==> src/logic/ues_pkg.sv <==
// Package for the USB device endpoint status block: register map, field positions and types.
// Assumes a 100 MHz core clock and one AHB-Lite master reaching the registers.
package ues_pkg;

	localparam int NUM_EP = 8;
	localparam int CLK_MHZ = 100;

	// Register byte offsets; each register is one aligned 32-bit word.
	localparam logic [11:0] OFF_MASK = 12'h000;
	localparam logic [11:0] OFF_STATUS = 12'h004;
	localparam logic [11:0] OFF_CLEAR = 12'h008;
	localparam logic [11:0] OFF_EPRST = 12'h00c;
	localparam logic [11:0] OFF_CTRL = 12'h010;
	localparam logic [11:0] OFF_CSR0 = 12'h020;

	// Bus-event bit positions shared by status, clear and mask.
	localparam int ST_SUSP = 8;
	localparam int ST_RSM = 9;
	localparam int ST_EXT = 10;
	localparam int ST_SOF = 11;
	localparam int ST_BRST = 12;
	localparam int ST_WAKE = 13;
	localparam logic [31:0] MASK_RESET = 32'h0000_0200;

	// Control register bit.
	localparam int CTRL_RWE = 0;

	// Endpoint control/status field positions.
	localparam int CS_TXC = 0;
	localparam int CS_BK0 = 1;
	localparam int CS_SETUP = 2;
	localparam int CS_STALL = 3;
	localparam int CS_TXRDY = 4;
	localparam int CS_HALT = 5;
	localparam int CS_BK1 = 6;
	localparam int CS_DIR = 7;
	localparam int CS_KIND_LO = 8;
	localparam int CS_TGL = 11;
	localparam int CS_EN = 15;
	localparam int CS_CNT_LO = 16;
	localparam logic [1:0] KIND_ISO = 2'h1;

	// Timing: idle time before suspend, and length of driven resume signalling.
	localparam int SUSPEND_IDLE_US = 3000;
	localparam int RESUME_DRIVE_US = 10000;
	localparam int SUSPEND_CYCLES = SUSPEND_IDLE_US * CLK_MHZ;
	localparam int RESUME_CYCLES = RESUME_DRIVE_US * CLK_MHZ;
	localparam int CNT_W = 20;

	typedef enum logic [1:0] {PWR_ACTIVE, PWR_SUSPEND, PWR_RESUME} ues_pwr_t;

	// Events reported by the serial engine, one-cycle pulses except bus_reset (level).
	typedef struct packed {
		logic bus_activity;
		logic resume_seen;
		logic sof_seen;
		logic bus_reset;
		logic [NUM_EP-1:0] in_acked;
		logic [NUM_EP-1:0] bank0_stored;
		logic [NUM_EP-1:0] bank1_stored;
		logic [NUM_EP-1:0] setup_stored;
		logic [NUM_EP-1:0] stall_acked;
		logic [NUM_EP-1:0] crc_error;
		logic [10:0] rx_count;
	} ues_link_ev_t;

	// Controls handed to the serial engine.
	typedef struct packed {
		logic suspended;
		logic drive_resume;
		logic [NUM_EP-1:0] ep_enabled;
		logic [NUM_EP-1:0] ep_halt;
		logic [NUM_EP-1:0] tx_ready;
		logic [NUM_EP-1:0] out_accept;
		logic [NUM_EP-1:0] fifo_clear;
		logic [NUM_EP-1:0] data_toggle;
	} ues_link_ctl_t;

	typedef struct packed {
		logic tx_complete;
		logic rx_bank0_full;
		logic setup_received;
		logic stall_acked;
		logic tx_packet_ready;
		logic force_halt;
		logic rx_bank1_full;
		logic dir;
		logic [2:0] endpoint_kind;
		logic data_toggle;
		logic endpoint_enable;
		logic [10:0] rx_byte_count;
	} ues_ep_t;

	typedef struct packed {
		ues_ep_t [NUM_EP-1:0] ep;
		logic [13:8] bus_flags;
		logic [31:0] mask;
		logic [NUM_EP-1:0] ep_rst;
		logic rwe;
		ues_pwr_t pwr;
		logic [CNT_W-1:0] cnt;
		logic wake_s1;
		logic wake_s2;
		logic wake_s3;
		logic brst_prev;
		logic wr_pend;
		logic [11:0] wr_addr;
		logic [31:0] rdata;
		logic irq;
	} ues_state_t;

endpackage

==> src/logic/ues_endpoint_status.sv <==
// USB device endpoint status block: bus-event flags, endpoint FIFO reset and per-endpoint
// control/status, reached over AHB-Lite with zero wait states.
// Assumes a serial engine that reports bus and packet events synchronous to core_clk.
// Contract
// RL1: endpoint status bit is high while any of its five cause flags is set.
// RL2: after 3 ms without bus activity set suspend flag and enter suspend.
// RL3: set bus resume flag when host resume signalling is seen.
// RL4: in suspend, a rising wake request edge sets the external wake flag.
// RL5: with remote wake enabled, a wake request in suspend drives resume signalling.
// RL6: set frame start flag on every start-of-frame token.
// RL7: set bus reset done flag at end of reset; endpoint 0 becomes enabled.
// RL8: set host wake flag on host resume or reset; it holds until cleared.
// RL9: writing ones to clear register bits 8 to 13 clears those flags.
// RL10: endpoint reset bit zeroes FIFO pointers, byte count and data toggle.
// RL11: endpoint reset leaves the endpoint's control/status flags alone.
// RL12: firmware writes the endpoint reset bit back to zero afterwards.
// RL13: transmit complete set on acknowledged IN; write 0 clears, 1 ignored.
// RL14: bank 0 flag set on stored OUT packet; write 0 releases bank.
// RL15: firmware reads the byte count worth of data, then clears bank 0.
// RL16: setup flag set on valid SETUP packet; write 0 clears it.
// RL17: while setup flag is set, further OUT data is refused.
// RL18: stall flag set when host acknowledges STALL; write 0 clears it.
// RL19: on isochronous endpoints the same bit reports a CRC error.
// RL20: transmit ready set by firmware write 1, cleared once packet is sent.
// RL21: firmware checks transmit ready clear, fills FIFO, sets it, awaits completion.
// RL22: eight endpoints, each with status, reset bit and interrupt bit.
// RL23: bank 1 flag set on packet stored in bank 1; write 0 releases.
// RL24: received byte count is 11 bits, bytes of the last received packet.
// RL25: writing 1 to force halt makes the endpoint answer with STALL.
// RL26: interrupt output is OR of masked status bits, updated every cycle.
//
// Our own choices: the register offsets and the AHB-Lite slave port.
module ues_endpoint_status
	import ues_pkg::*;
#(
	parameter int SUSPEND_CYC = SUSPEND_CYCLES,
	parameter int RESUME_CYC = RESUME_CYCLES
)
(
	input wire logic core_clk, // Core clock, 100 MHz.
	input wire logic reset_n, // Asynchronous reset, active low.
	input wire logic hsel, // AHB slave select.
	input wire logic [31:0] haddr, // AHB address.
	input wire logic [1:0] htrans, // AHB transfer type.
	input wire logic hwrite, // AHB write strobe.
	input wire logic [2:0] hsize, // AHB size, only words are used.
	input wire logic [31:0] hwdata, // AHB write data.
	input wire logic hready, // AHB bus ready.
	output logic hreadyout, // AHB slave ready, always high.
	output logic hresp, // AHB response, always OKAY.
	output logic [31:0] hrdata, // AHB read data.
	input wire logic wake_req, // External wake request, asynchronous.
	input wire ues_link_ev_t link_ev, // Events from the serial engine.
	output ues_link_ctl_t link_ctl, // Controls to the serial engine.
	output logic irq // Port interrupt, active high.
);

	ues_state_t s_q;
	ues_state_t s_d;
	logic [NUM_EP-1:0] ep_irq;
	logic [31:0] status_word;

	localparam logic [CNT_W-1:0] SUSP_LAST = CNT_W'(SUSPEND_CYC - 1);
	localparam logic [CNT_W-1:0] RES_LAST = CNT_W'(RESUME_CYC - 1);

	function automatic logic csr_hit(input logic [11:0] addr, input int idx);
		csr_hit = (addr == OFF_CSR0 + 12'(idx * 4));
	endfunction

	function automatic logic [31:0] csr_word(input ues_ep_t e);
		logic [31:0] w;
		w = '0;
		w[CS_TXC] = e.tx_complete;
		w[CS_BK0] = e.rx_bank0_full;
		w[CS_SETUP] = e.setup_received;
		w[CS_STALL] = e.stall_acked;
		w[CS_TXRDY] = e.tx_packet_ready;
		w[CS_BK1] = e.rx_bank1_full;
		w[CS_DIR] = e.dir;
		w[CS_KIND_LO +: 3] = e.endpoint_kind;
		w[CS_TGL] = e.data_toggle;
		w[CS_EN] = e.endpoint_enable;
		w[CS_CNT_LO +: 11] = e.rx_byte_count;
		csr_word = w;
	endfunction

	// RL1 endpoint interrupt bits
	always_comb
	begin
		for (int i = 0; i < NUM_EP; i++)
		begin
			ep_irq[i] = s_q.ep[i].tx_complete | s_q.ep[i].rx_bank0_full
				| s_q.ep[i].rx_bank1_full | s_q.ep[i].setup_received
				| s_q.ep[i].stall_acked;
		end
		status_word = '0;
		status_word[NUM_EP-1:0] = ep_irq;
		status_word[13:8] = s_q.bus_flags;
	end

	always_comb
	begin
		logic ap;
		logic wr;
		logic wake_edge;
		logic brst_end;
		logic iso;
		logic [31:0] w;
		ap = 1'b0;
		wr = 1'b0;
		wake_edge = 1'b0;
		brst_end = 1'b0;
		iso = 1'b0;
		w = hwdata;
		s_d = s_q;

		// Address phase is latched; writes commit in the data phase when hwdata stands.
		ap = hsel & htrans[1] & hready;
		s_d.wr_pend = ap & hwrite;
		s_d.wr_addr = haddr[11:0];
		if (ap && !hwrite)
		begin
			s_d.rdata = '0;
			case (haddr[11:0])
				OFF_MASK: s_d.rdata = s_q.mask;
				OFF_STATUS: s_d.rdata = status_word;
				OFF_EPRST: s_d.rdata[NUM_EP-1:0] = s_q.ep_rst;
				OFF_CTRL: s_d.rdata[CTRL_RWE] = s_q.rwe;
				default:
				begin
					for (int i = 0; i < NUM_EP; i++)
					begin
						if (csr_hit(haddr[11:0], i))
						begin
							s_d.rdata = csr_word(s_q.ep[i]);
						end
					end
				end
			endcase
		end
		wr = s_q.wr_pend;

		if (wr && s_q.wr_addr == OFF_MASK)
		begin
			s_d.mask = hwdata & 32'h0000_3fff;
		end
		if (wr && s_q.wr_addr == OFF_EPRST)
		begin
			s_d.ep_rst = hwdata[NUM_EP-1:0];
		end
		if (wr && s_q.wr_addr == OFF_CTRL)
		begin
			s_d.rwe = hwdata[CTRL_RWE];
		end
		// RL9 write one to clear
		if (wr && s_q.wr_addr == OFF_CLEAR)
		begin
			s_d.bus_flags = s_q.bus_flags & ~hwdata[13:8];
		end

		// The wake input is asynchronous; only the second and third stages feed logic.
		s_d.wake_s1 = wake_req;
		s_d.wake_s2 = s_q.wake_s1;
		s_d.wake_s3 = s_q.wake_s2;
		wake_edge = s_q.wake_s2 & ~s_q.wake_s3;
		s_d.brst_prev = link_ev.bus_reset;
		brst_end = s_q.brst_prev & ~link_ev.bus_reset;

		// Flag sets come after the clear so an event in the clearing cycle is kept.
		case (s_q.pwr)
			PWR_ACTIVE:
			begin
				if (link_ev.bus_activity || link_ev.bus_reset)
				begin
					s_d.cnt = '0;
				end
				// RL2 idle timeout
				else if (s_q.cnt == SUSP_LAST)
				begin
					s_d.cnt = '0;
					s_d.pwr = PWR_SUSPEND;
					s_d.bus_flags[ST_SUSP] = 1'b1;
				end
				else
				begin
					s_d.cnt = s_q.cnt + 1'b1;
				end
			end
			PWR_SUSPEND:
			begin
				s_d.cnt = '0;
				if (link_ev.bus_activity || link_ev.resume_seen || link_ev.bus_reset)
				begin
					s_d.pwr = PWR_ACTIVE;
				end
				// RL4 external wake
				else if (wake_edge)
				begin
					s_d.bus_flags[ST_EXT] = 1'b1;
					// RL5 remote wake
					if (s_q.rwe)
					begin
						s_d.pwr = PWR_RESUME;
					end
				end
			end
			PWR_RESUME:
			begin
				if (s_q.cnt == RES_LAST)
				begin
					s_d.cnt = '0;
					s_d.pwr = PWR_ACTIVE;
				end
				else
				begin
					s_d.cnt = s_q.cnt + 1'b1;
				end
			end
			default:
			begin
				s_d.cnt = '0;
				s_d.pwr = PWR_ACTIVE;
			end
		endcase

		// RL3 host resume
		if (link_ev.resume_seen)
		begin
			s_d.bus_flags[ST_RSM] = 1'b1;
		end
		// RL6 frame start
		if (link_ev.sof_seen)
		begin
			s_d.bus_flags[ST_SOF] = 1'b1;
		end
		// RL8 host wake
		if (link_ev.resume_seen || (link_ev.bus_reset && !s_q.brst_prev))
		begin
			s_d.bus_flags[ST_WAKE] = 1'b1;
		end
		// RL7 end of bus reset
		if (brst_end)
		begin
			s_d.bus_flags[ST_BRST] = 1'b1;
			s_d.ep[0].endpoint_enable = 1'b1;
		end

		// RL22 eight endpoints
		for (int i = 0; i < NUM_EP; i++)
		begin
			iso = (s_q.ep[i].endpoint_kind[1:0] == KIND_ISO);
			if (wr && csr_hit(s_q.wr_addr, i))
			begin
				// RL13 clear on zero
				if (!w[CS_TXC])
				begin
					s_d.ep[i].tx_complete = 1'b0;
				end
				// RL14 bank 0 release
				if (!w[CS_BK0])
				begin
					s_d.ep[i].rx_bank0_full = 1'b0;
				end
				// RL16 setup clear
				if (!w[CS_SETUP])
				begin
					s_d.ep[i].setup_received = 1'b0;
				end
				// RL18 stall flag clear
				if (!w[CS_STALL])
				begin
					s_d.ep[i].stall_acked = 1'b0;
				end
				// RL23 bank 1 release
				if (!w[CS_BK1])
				begin
					s_d.ep[i].rx_bank1_full = 1'b0;
				end
				// RL20 firmware sets ready
				if (w[CS_TXRDY])
				begin
					s_d.ep[i].tx_packet_ready = 1'b1;
				end
				// RL25 force halt
				if (w[CS_HALT])
				begin
					s_d.ep[i].force_halt = 1'b1;
				end
				s_d.ep[i].dir = w[CS_DIR];
				s_d.ep[i].endpoint_kind = w[CS_KIND_LO +: 3];
				s_d.ep[i].endpoint_enable = w[CS_EN];
			end
			// RL13 IN acknowledged
			if (link_ev.in_acked[i])
			begin
				s_d.ep[i].tx_complete = 1'b1;
				// RL20 device clears ready
				s_d.ep[i].tx_packet_ready = 1'b0;
				s_d.ep[i].data_toggle = ~s_q.ep[i].data_toggle;
			end
			// RL17 OUT refused during setup
			if (link_ev.bank0_stored[i] && !s_q.ep[i].setup_received)
			begin
				s_d.ep[i].rx_bank0_full = 1'b1;
				// RL24 byte count
				s_d.ep[i].rx_byte_count = link_ev.rx_count;
				s_d.ep[i].data_toggle = ~s_q.ep[i].data_toggle;
			end
			// RL23 bank 1 stored
			if (link_ev.bank1_stored[i] && !s_q.ep[i].setup_received)
			begin
				s_d.ep[i].rx_bank1_full = 1'b1;
				s_d.ep[i].rx_byte_count = link_ev.rx_count;
				s_d.ep[i].data_toggle = ~s_q.ep[i].data_toggle;
			end
			// RL16 setup stored
			if (link_ev.setup_stored[i])
			begin
				s_d.ep[i].setup_received = 1'b1;
				s_d.ep[i].rx_byte_count = link_ev.rx_count;
				s_d.ep[i].data_toggle = 1'b1;
			end
			// RL18 stall acknowledged
			if (!iso && link_ev.stall_acked[i])
			begin
				s_d.ep[i].stall_acked = 1'b1;
				s_d.ep[i].force_halt = 1'b0;
			end
			// RL19 isochronous CRC error
			if (iso && link_ev.crc_error[i])
			begin
				s_d.ep[i].stall_acked = 1'b1;
			end
			// RL10 endpoint reset; RL11 flags are left as they are
			if (s_q.ep_rst[i])
			begin
				s_d.ep[i].rx_byte_count = '0;
				s_d.ep[i].data_toggle = 1'b0;
			end
		end

		// RL26 masked interrupt
		s_d.irq = |(status_word & s_q.mask);
	end

	always_ff @(posedge core_clk or negedge reset_n)
	begin
		if (!reset_n)
		begin
			s_q <= '0;
			s_q.mask <= MASK_RESET;
		end
		else
		begin
			s_q <= s_d;
		end
	end

	assign hreadyout = 1'b1;
	assign hresp = 1'b0;
	assign hrdata = s_q.rdata;
	assign irq = s_q.irq;

	always_comb
	begin
		link_ctl.suspended = (s_q.pwr == PWR_SUSPEND);
		link_ctl.drive_resume = (s_q.pwr == PWR_RESUME);
		for (int i = 0; i < NUM_EP; i++)
		begin
			link_ctl.ep_enabled[i] = s_q.ep[i].endpoint_enable;
			link_ctl.ep_halt[i] = s_q.ep[i].force_halt;
			link_ctl.tx_ready[i] = s_q.ep[i].tx_packet_ready;
			// RL17 OUT accept gate
			link_ctl.out_accept[i] = s_q.ep[i].endpoint_enable
				& ~s_q.ep[i].setup_received & ~s_q.ep_rst[i];
			// RL10 FIFO pointer clear; RL12 held until firmware writes zero
			link_ctl.fifo_clear[i] = s_q.ep_rst[i];
			link_ctl.data_toggle[i] = s_q.ep[i].data_toggle;
		end
	end

endmodule // ues_endpoint_status

==> config.mk <==
export PLATFORM = sky130hd
export DESIGN_NAME = ues_endpoint_status
export DESIGN_NICKNAME = d
export VERILOG_FILES = /design/src/logic/ues_pkg.sv /design/src/logic/ues_endpoint_status.sv
export SDC_FILE = /design/constraint.sdc
export NUM_CORES = 1
export LEC_CHECK = 0
export BUFFER_PORTS_ARGS = -buffer_cell sky130_fd_sc_hd__clkbuf_2
export CAP_MARGIN = 40
export CORE_MARGIN = 2
export CORE_UTILIZATION = 45
export DETAILED_ROUTE_END_ITERATION = 7
export GPL_TIMING_DRIVEN = 0
export MAX_ROUTING_LAYER = met4
export PLACE_DENSITY = 0.64
export SLEW_MARGIN = 5
export SYNTH_ARGS = -nofsm -noshare
export SYNTH_HDL_FRONTEND = slang
export SYNTH_SLANG_ARGS = --single-unit
==> constraint.sdc <==
create_clock -name core_clk -period 2.9 [get_ports core_clk]
set_clock_uncertainty 0.1 [all_clocks]
set_input_delay 0.58 -clock core_clk [delete_from_list [all_inputs] [get_ports core_clk]]
set_output_delay 0.58 -clock core_clk [all_outputs]
set_load 0.03 [all_outputs]
Yosys cells after proc, flatten, opt, wreduce, memory -nomap -nowiden
Cells that the tools add are included.
{ "word_totals": {"out_inout_bits": 85, "wordCells": 676, "input_bits": 138, "reg_bits": 293} }
{ "op_classes": {"n_addsub": 1, "n_mux": 185, "bitwise_logic": 82, "n_reduce_logical": 215, "eq_ne": 79} }
{ "ops": {"columns": ["cell", "n"], "rows": [
  ["11-bit 2-to-1 mux", 40],
  ["32-bit 2-to-1 mux", 7],
  ["12-bit by 6-bit == test with 1-bit output (second input constant)", 16],
  ["1-bit 2-to-1 mux", 123],
  ["2-bit nonzero test", 61],
  ["2-bit AND reduction", 56],
  ["24-bit case mux with 3 select lines", 1],
  ["2-bit by 1-bit inequality test with 1-bit output (second input constant)", 33],
  ["22-bit case mux with 3 select lines", 1],
  ["20-bit 2-to-1 mux", 3],
  ["1-bit logical AND", 46],
  ["5-bit nonzero test", 8],
  ["12-bit by 4-bit == test with 1-bit output (second input constant)", 3],
  ["1-bit OR", 32],
  ["4-bit nonzero test", 8],
  ["32-bit OR reduction", 1],
  ["3-bit by 1-bit inequality test with 1-bit output (second input constant)", 10],
  ["7-bit case mux with 4 select lines", 1],
  ["27-bit 2-to-1 mux", 1],
  ["1-bit inverter", 26],
  ["12-bit by 5-bit == test with 1-bit output (second input constant)", 2],
  ["12-bit logical NOT", 2],
  ["3-bit nonzero test", 8],
  ["1-bit bitwise AND", 21],
  ["18 further kinds", 52]
]} }

Logic depth before layout (Yosys ltp)
Gate-level depths: netlist of run 1.
{ "logic_depth": {"ltp_word": 10, "depth_mapped": 8} }

Least setup slack after synthesis of run 1
Ideal clock, no wire load.
{ "synth_path": {"path_type": "input-to-reg", "startpoint": "input port haddr[3]", "endpoint": "register s_q (netlist bit hrdata[8])", "path_slack_ns": 0.792, "setup_ns": 0.132, "arrival_ns": 1.876, "n_path_buf": 2, "cell_stages": 7, "path_cell_list": "buf_2 -> buf_2 -> inv_1 -> a2111oi_0 -> a2111oi_0 -> a2111oi_0 -> nor2_1"} }
{ "synth_between": {"elab_chain_len": 10, "word_cells_on_any_way": 22} }
{ "synth_lines": {"columns": ["item", "line_no", "rtl"], "rows": [
  ["start: declaration", "ues_endpoint_status.sv:43", "input wire logic [31:0] haddr,"],
  ["12-bit by 6-bit == test with 1-bit output", "ues_endpoint_status.sv:67", "csr_hit = (addr == OFF_CSR0 + 12'(idx * 4));"],
  ["27-bit 2-to-1 mux", "ues_endpoint_status.sv:133", "if (csr_hit(haddr[11:0], i))"],
  ["32-bit 2-to-1 mux (7 in a row)", "ues_endpoint_status.sv:133", null],
  ["24-bit case mux with 3 select lines (*)", "ues_endpoint_status.sv:124", "case (haddr[11:0])"],
  ["end: declaration", "ues_endpoint_status.sv:58", "ues_state_t s_q;"]
]} }
Mark *: on every way between the ends. The rest lies on a longest branch, timed or not.
A chain may end at the register's enable or synchronous reset.

==> results of run 1 <==
-- layout make-up --
class                           count  area share (%)
Clock inverter                     16            1.02
Clock buffer                       41            5.24
Tap cell                          402            2.98
Timing Repair Buffer              166            5.27
Inverter                           42           0.934
Multi-Input combinational cell   1057            36.7
Sequential cell                   287            42.6
Buffer                            151            5.25
-- what timing repair did --
item	4_1_cts	5_1_grt
endpoints found under the hold margin	1	0
gates resized for setup	0	0
setup buffers	0	0
hold buffers	1	0
-- registers in the layout (all words and copies together) (netlist names) --
| name | count |
|---|---|
| s_d | 2 |
| link_ctl | 40 |
| irq | 1 |
| s_q | 218 |
| hrdata | 26 |
-- placed cells by master (no fill, tap or decap), drive strengths merged, types with 6 or more instances in the layout --
cell type,Yosys,final
o32a,12,12
xor2,12,12
nor2,105,105
o21ai,172,172
clkinv,0,8
xnor2,14,14
nand2,248,248
a31oi,7,7
clkbuf,53,257
a21oi,61,61
nand3,20,20
o22ai,29,29
nor3,30,30
mux2i,8,8
nand4,14,14
buf,98,100
or2,6,6
conb,2,8
nor2b,8,8
a22oi,9,9
nor3b,9,9
nor4,11,11
o211ai,22,22
a211oi,6,6
nand2b,106,106
dfrtp,286,286
mux2,57,57
inv,42,44
-- worst min-delay path by stage --
| stage | startpoint | to | slack [ns] | depth (start not counted) |
|---|---|---|---|---|
| floorplan | reset_n | hrdata[0] | 0.18 | 0 |
| global placement | s_d[48] | s_d[47] | 0.23 | 0 |
| detailed placement | s_d[48] | s_d[47] | 0.25 | 0 |
| CTS | haddr[3] | s_q[36] | 0.01 | 1 |
| global route | haddr[3] | s_q[36] | 0.02 | 1 |
| finish | reset_n | s_q[171] | -0.04 | 1 |
-- kinds of logic after synthesis --
family	synth area share, %
simple gates	20.2
buf+inv	7.25
mux	5.80
other cells	0.0521
compound gates	15.2
xor+xnor	1.58
flops	49.9
fa+ha+maj	0.0869
-- stage by stage --
stage	instance area (um^2)	TNS, ns	std cells	utilization [%]	hold WS [ns]
global placement	15700	-1464.21	2102	49.9	0.235
detailed placement	15800	-0.315	2104	50.1	0.248
floorplan	14400	0	1537	-	0.184
finish	16900	0	2162	53.5	-0.0358
global route	16900	0	2162	53.5	0.0234
CTS	16900	0	2162	53.5	0.0144
-- routing by layer --
metal | track usage [%] | up-vias | routed length [um]
met5 | - | - | 0
met4 | 10.7 | 0 | 1880
met3 | 4.29 | 102 | 2530
li1 | - | 5644 | -
met2 | 47.3 | 415 | 22900
met1 | 38.2 | 6187 | 20100
-- power breakdown --
part	leakage (uW)	switching [uW]	internal [uW]	total, uW
Combinational	0.00357	569	302	871
Clock	0.000521	1700	2410	4110
Sequential	0.00340	109	4160	4270
==> flow_summary.ini, run 1 <==
[worst_setup_path]
crit_slowest_cell = dfrtp_1
cp_num_cells = 3
cp_num_buf_inv = 2
rr_endpoint = s_q[277]
crit_end = link_ctl[19]
r2r_cells = 4
max_stage_delay_ns = 0.46
worstPathRequired_ns = 2.22
rrSetupSlack_ns = 0.41
path_delay_family = buffers and inverters
cp_max_fo = 10
worstSetupStartpointType = flip-flop
crit_chain = clkbuf_1, nor3b_1, clkbuf_2
cp-startpoint = link_ctl[11]
cp.arrival_ns = 2.07
crit_type = flip-flop to primary output
r2r-start = s_q[41]
end_kind = primary output

[synthesis]
synth_ff_type = dfrtp_1
synth.distinct_cells = 74
ys_seq_elements = 287
netlist_instances = 1531
synth_commonest_cells = 286 x dfrtp_1, 247 x nand2_1, 163 x o21ai_0
ys_top_cells_by_area = dfrtp_1 50%, nand2_1 6.4%, o21ai_0 5.7%
yosysTopAreaCell = dfrtp_1
yosys.area.top_type_share_pct = 49.7
yosysMostFrequentCell = dfrtp_1
avgSynthCellArea_um2 = 9.41
syn-cell-area_um2 = 14400
synth_edf_count = 0
synth.yosys.warnings = 0
synth.yosys.seq_area_share_pct = 49.9
async_flop_share_pct = 100

[clock_network]
cts_tree = built
cts_htree_levels = 1
cts-root-buf = clkbuf_16
cts.sinks = 287
cts_buffer_depth = 3
path_clk_slew_ns = 0.06
numCtsBuffers = 31
clk_latency_ns = 0.57

[global_route]
grt_pass1_vias = 12053
gr-usage-all-layers_pct = 29.4
antenna_found_initial = 0
grt_max_degree = 101
grt_overflow = 0
grt_pass1_wl_um = 72300

[placement]
gp_congestion = 0.947
hpwl_um = 35900
port_buffers = 163
pre_cts_ws_ns = -0.200

[floorplanning]
start_util_pct = 45.6
ios = 223
core-area_um2 = 31600
die_x_um = 183
die_h_um = 183
dieArea_um2 = 33500
std_cell_rows = 65

[timing]
slew_violations = 0
worst_slew_pin_slew_ns = 0.901
fmax_mhz = 363
slew_headroom_pct = 38.4
timing.final.crit_share_pct = 95.0
worst_hold_slack_ns = -0.0358
finalSetupViolations = 0
worst_slack_ns = 0.146
rsz0062_at_grt = no
finalHoldViolCount = 14
period_minus_slack_ns = 2.75

[cells_and_area]
seqCellArea_um2 = 7180
final_net_count = 1875
multi_input_area_um2 = 6200
num-fill-cells = 2936
diodes = 0
final_layout_size_suffix_gt1_share_pct = 22.6
area_growth_pct = 17.2

[pwr]
p_per_area_nw_per_um2 = 548
total_power_uw = 9250
total_leakage_power_uw = 0.00749
ir_worst_vdd_uv = 486

[job]
max-cap-violations = 0

[detailed_routing]
drc = 0
vias = 12348
routed_wl_um = 47500
firstDrtPassIters = 5
drtAntennaViolNets = 0
wl_per_cell_um = 22.0
vias_per_cell = 5.71
drtIter0Drc = 1045

[run_status]
status = finished, violations left
violations = negative hold slack

[worst_hold_path]
hold_class = input pin to async pin
No activity file was read; power rests on OpenSTA's default activity.
==> inputs of run 2 (changes only) <==
BUFFER_PORTS_ARGS = unset   (was -buffer_cell sky130_fd_sc_hd__clkbuf_2)
DONT_BUFFER_PORTS = 1   (was unset)
GPL_TIMING_DRIVEN = unset   (was 0)
PLACE_DENSITY = 0.58   (was 0.64)
==> run 2 against run 1 <==
  * Worst hold slack got worse by 0.29 ns
  * First-iteration DRC count decreased by 8.1%
  * Design area decreased by 7.0%
  * Critical path depth decreased by 1
  * Sequential share of layout area increased by 3.2 points
  * Utilization decreased by 3.7 points
  * Sequential cell count unchanged
  * The run still ends with negative hold slack left
  * Via count decreased by 11%
  * Wire length decreased by 5.9%
==> flow_summary.ini, run 2 (same netlist as run 1, synthesis figures left out) <==
[run_status]
status = finished, violations left
violations = negative hold slack

[worst_setup_path]
cp-startpoint = link_ctl[46]
cp.arrival_ns = 1.91
worstSetupStartpointType = flip-flop
r2r-start = s_q[50]
end_kind = primary output
cp_max_fo = 4
worstPathRequired_ns = 2.22
crit_type = flip-flop to primary output

[timing]
finalHoldViolCount = 286
period_minus_slack_ns = 2.59
fmax_mhz = 386
slew_headroom_pct = 43.9
slew_violations = 0
tns_ns = 0
worst_hold_slack_ns = -0.330
timing.final.crit_share_pct = 89.4
rsz0062_at_grt = no
worst_slew_pin_slew_ns = 0.834
finalSetupViolations = 0

[placement]
port_buffers = 0
placed_cell_area_um2 = 14500
gp_congestion = 0.893
hpwl_um = 31300

[detailed_routing]
drtAntennaViolNets = 0
wl_met1_um = 18300
top_layer = met4
routed_wl_um = 44700
vias = 10942
drtIter0Drc = 960
firstDrtPassIters = 5
wl_per_cell_um = 23.4
drc = 0
vias_per_cell = 5.73
met3WireLength_um = 3080
wl_met2_um = 22100

[clock_network]
cts_buffer_depth = 3
ctsResizeCount = 0
cts-root-buf = clkbuf_16
clk_latency_ns = 0.52
postCtsSetupBuffers = 0
cts.sinks = 287
hold_buffers = 14
numCtsBuffers = 34
path_clk_slew_ns = 0.06
cts_tree = built
cts_htree_levels = 2

[cells_and_area]
final_cell_mix = 286 x dfrtp_1, 247 x nand2_1, 163 x o21ai_0, 106 x nand2b_1, 103 x nor2_1
final_layout_size_suffix_gt1_share_pct = 12.7
final_net_count = 1626
diodes = 0
seqCellArea_um2 = 7180
final_common_cell = dfrtp_1
largest_reg_flops = 218
area_growth_pct = 9.00
multi_input_area_um2 = 6230
top_register = s_q
num-fill-cells = 2983
design_area_um2 = 15700

[floorplanning]
dieArea_um2 = 33500
die_h_um = 183
std_cell_rows = 65
die_x_um = 183
start_util_pct = 45.6
ios = 223
core-area_um2 = 31600

[pwr]
p_sw_share_pct = 22.9
total_leakage_power_uw = 0.00658
p_per_area_nw_per_um2 = 573
power_switching_uw = 2060
p_seq_share_pct = 48.1
p_int_uw = 6930
power_frac_comb_pct = 4.9
clkPwrFrac_pct = 46.9
ir_worst_vdd_uv = 408

[global_route]
antenna_found_initial = 0
grt_max_degree = 288
grt_overflow = 0
gr-usage-all-layers_pct = 27.9
grt_pass1_wl_um = 68900
grt_pass1_vias = 10993

[job]
max-cap-violations = 0

[worst_hold_path]
hold_class = input pin to async pin
==> run 2: area by class of cell <==
cell class / count / share of cell area (%)
Tap cell: 402 / 3.20
Clock inverter: 8 / 0.598
Clock buffer: 50 / 6.38
Multi-Input combinational cell: 1057 / 39.7
Inverter: 42 / 1.00
Timing Repair Buffer: 65 / 3.33
Sequential cell: 287 / 45.8
==> run 2: critical path: stages, from the launching register on <==
cell	delay [ns]
dfrtp_1	0.64
nor3b_1	0.52
buf_4	0.26
==> run 2: final timing paths <==
path | to | slack (ns) | cells after the start
setup / recovery | link_ctl[22] | 0.31 | 2
hold / removal | s_q[123] | -0.33 | 0
setup reg to reg | s_q[52] | 0.52 | 7
hold reg to reg | s_d[47] | 0.25 | 0
max in group asynchronous | s_q[285] | 2.33 | 0
min in group core_clk | link_ctl[24] | 0.02 | 1
==> run 2: layer usage <==
metal / vias to the layer above / track usage (%)
li1: 5128 / -
met4: 0 / 8.16
met2: 346 / 46.7
met1: 5395 / 34.7
met5: - / -
met3: 73 / 5.36
==> run 2: power groups by stage <==
stage,clock network [uW],logic [uW],registers (uW)
3_5_place_dp,0,428,4400
2_1_floorplan,0,489,4300
5_1_grt,4490,498,4350
6_report,4220,443,4330
4_1_cts,4300,444,4330
3_3_place_gp,0,419,4400
==> run 2: metrics by stage <==
stage | hold slack, ns | utilization, % | power [uW] | std cells | setup slack (ns)
after floorplan | 0.184 | - | 4790 | 1537 | 0.792
after global placement | 0.195 | 45.8 | 4820 | 1839 | 0.467
after detailed placement | 0.195 | 45.8 | 4830 | 1839 | 0.451
after CTS | -0.342 | 49.7 | 9080 | 1911 | 0.371
after global routing | -0.350 | 49.7 | 9330 | 1911 | 0.303
final | -0.330 | 49.7 | 9000 | 1911 | 0.307
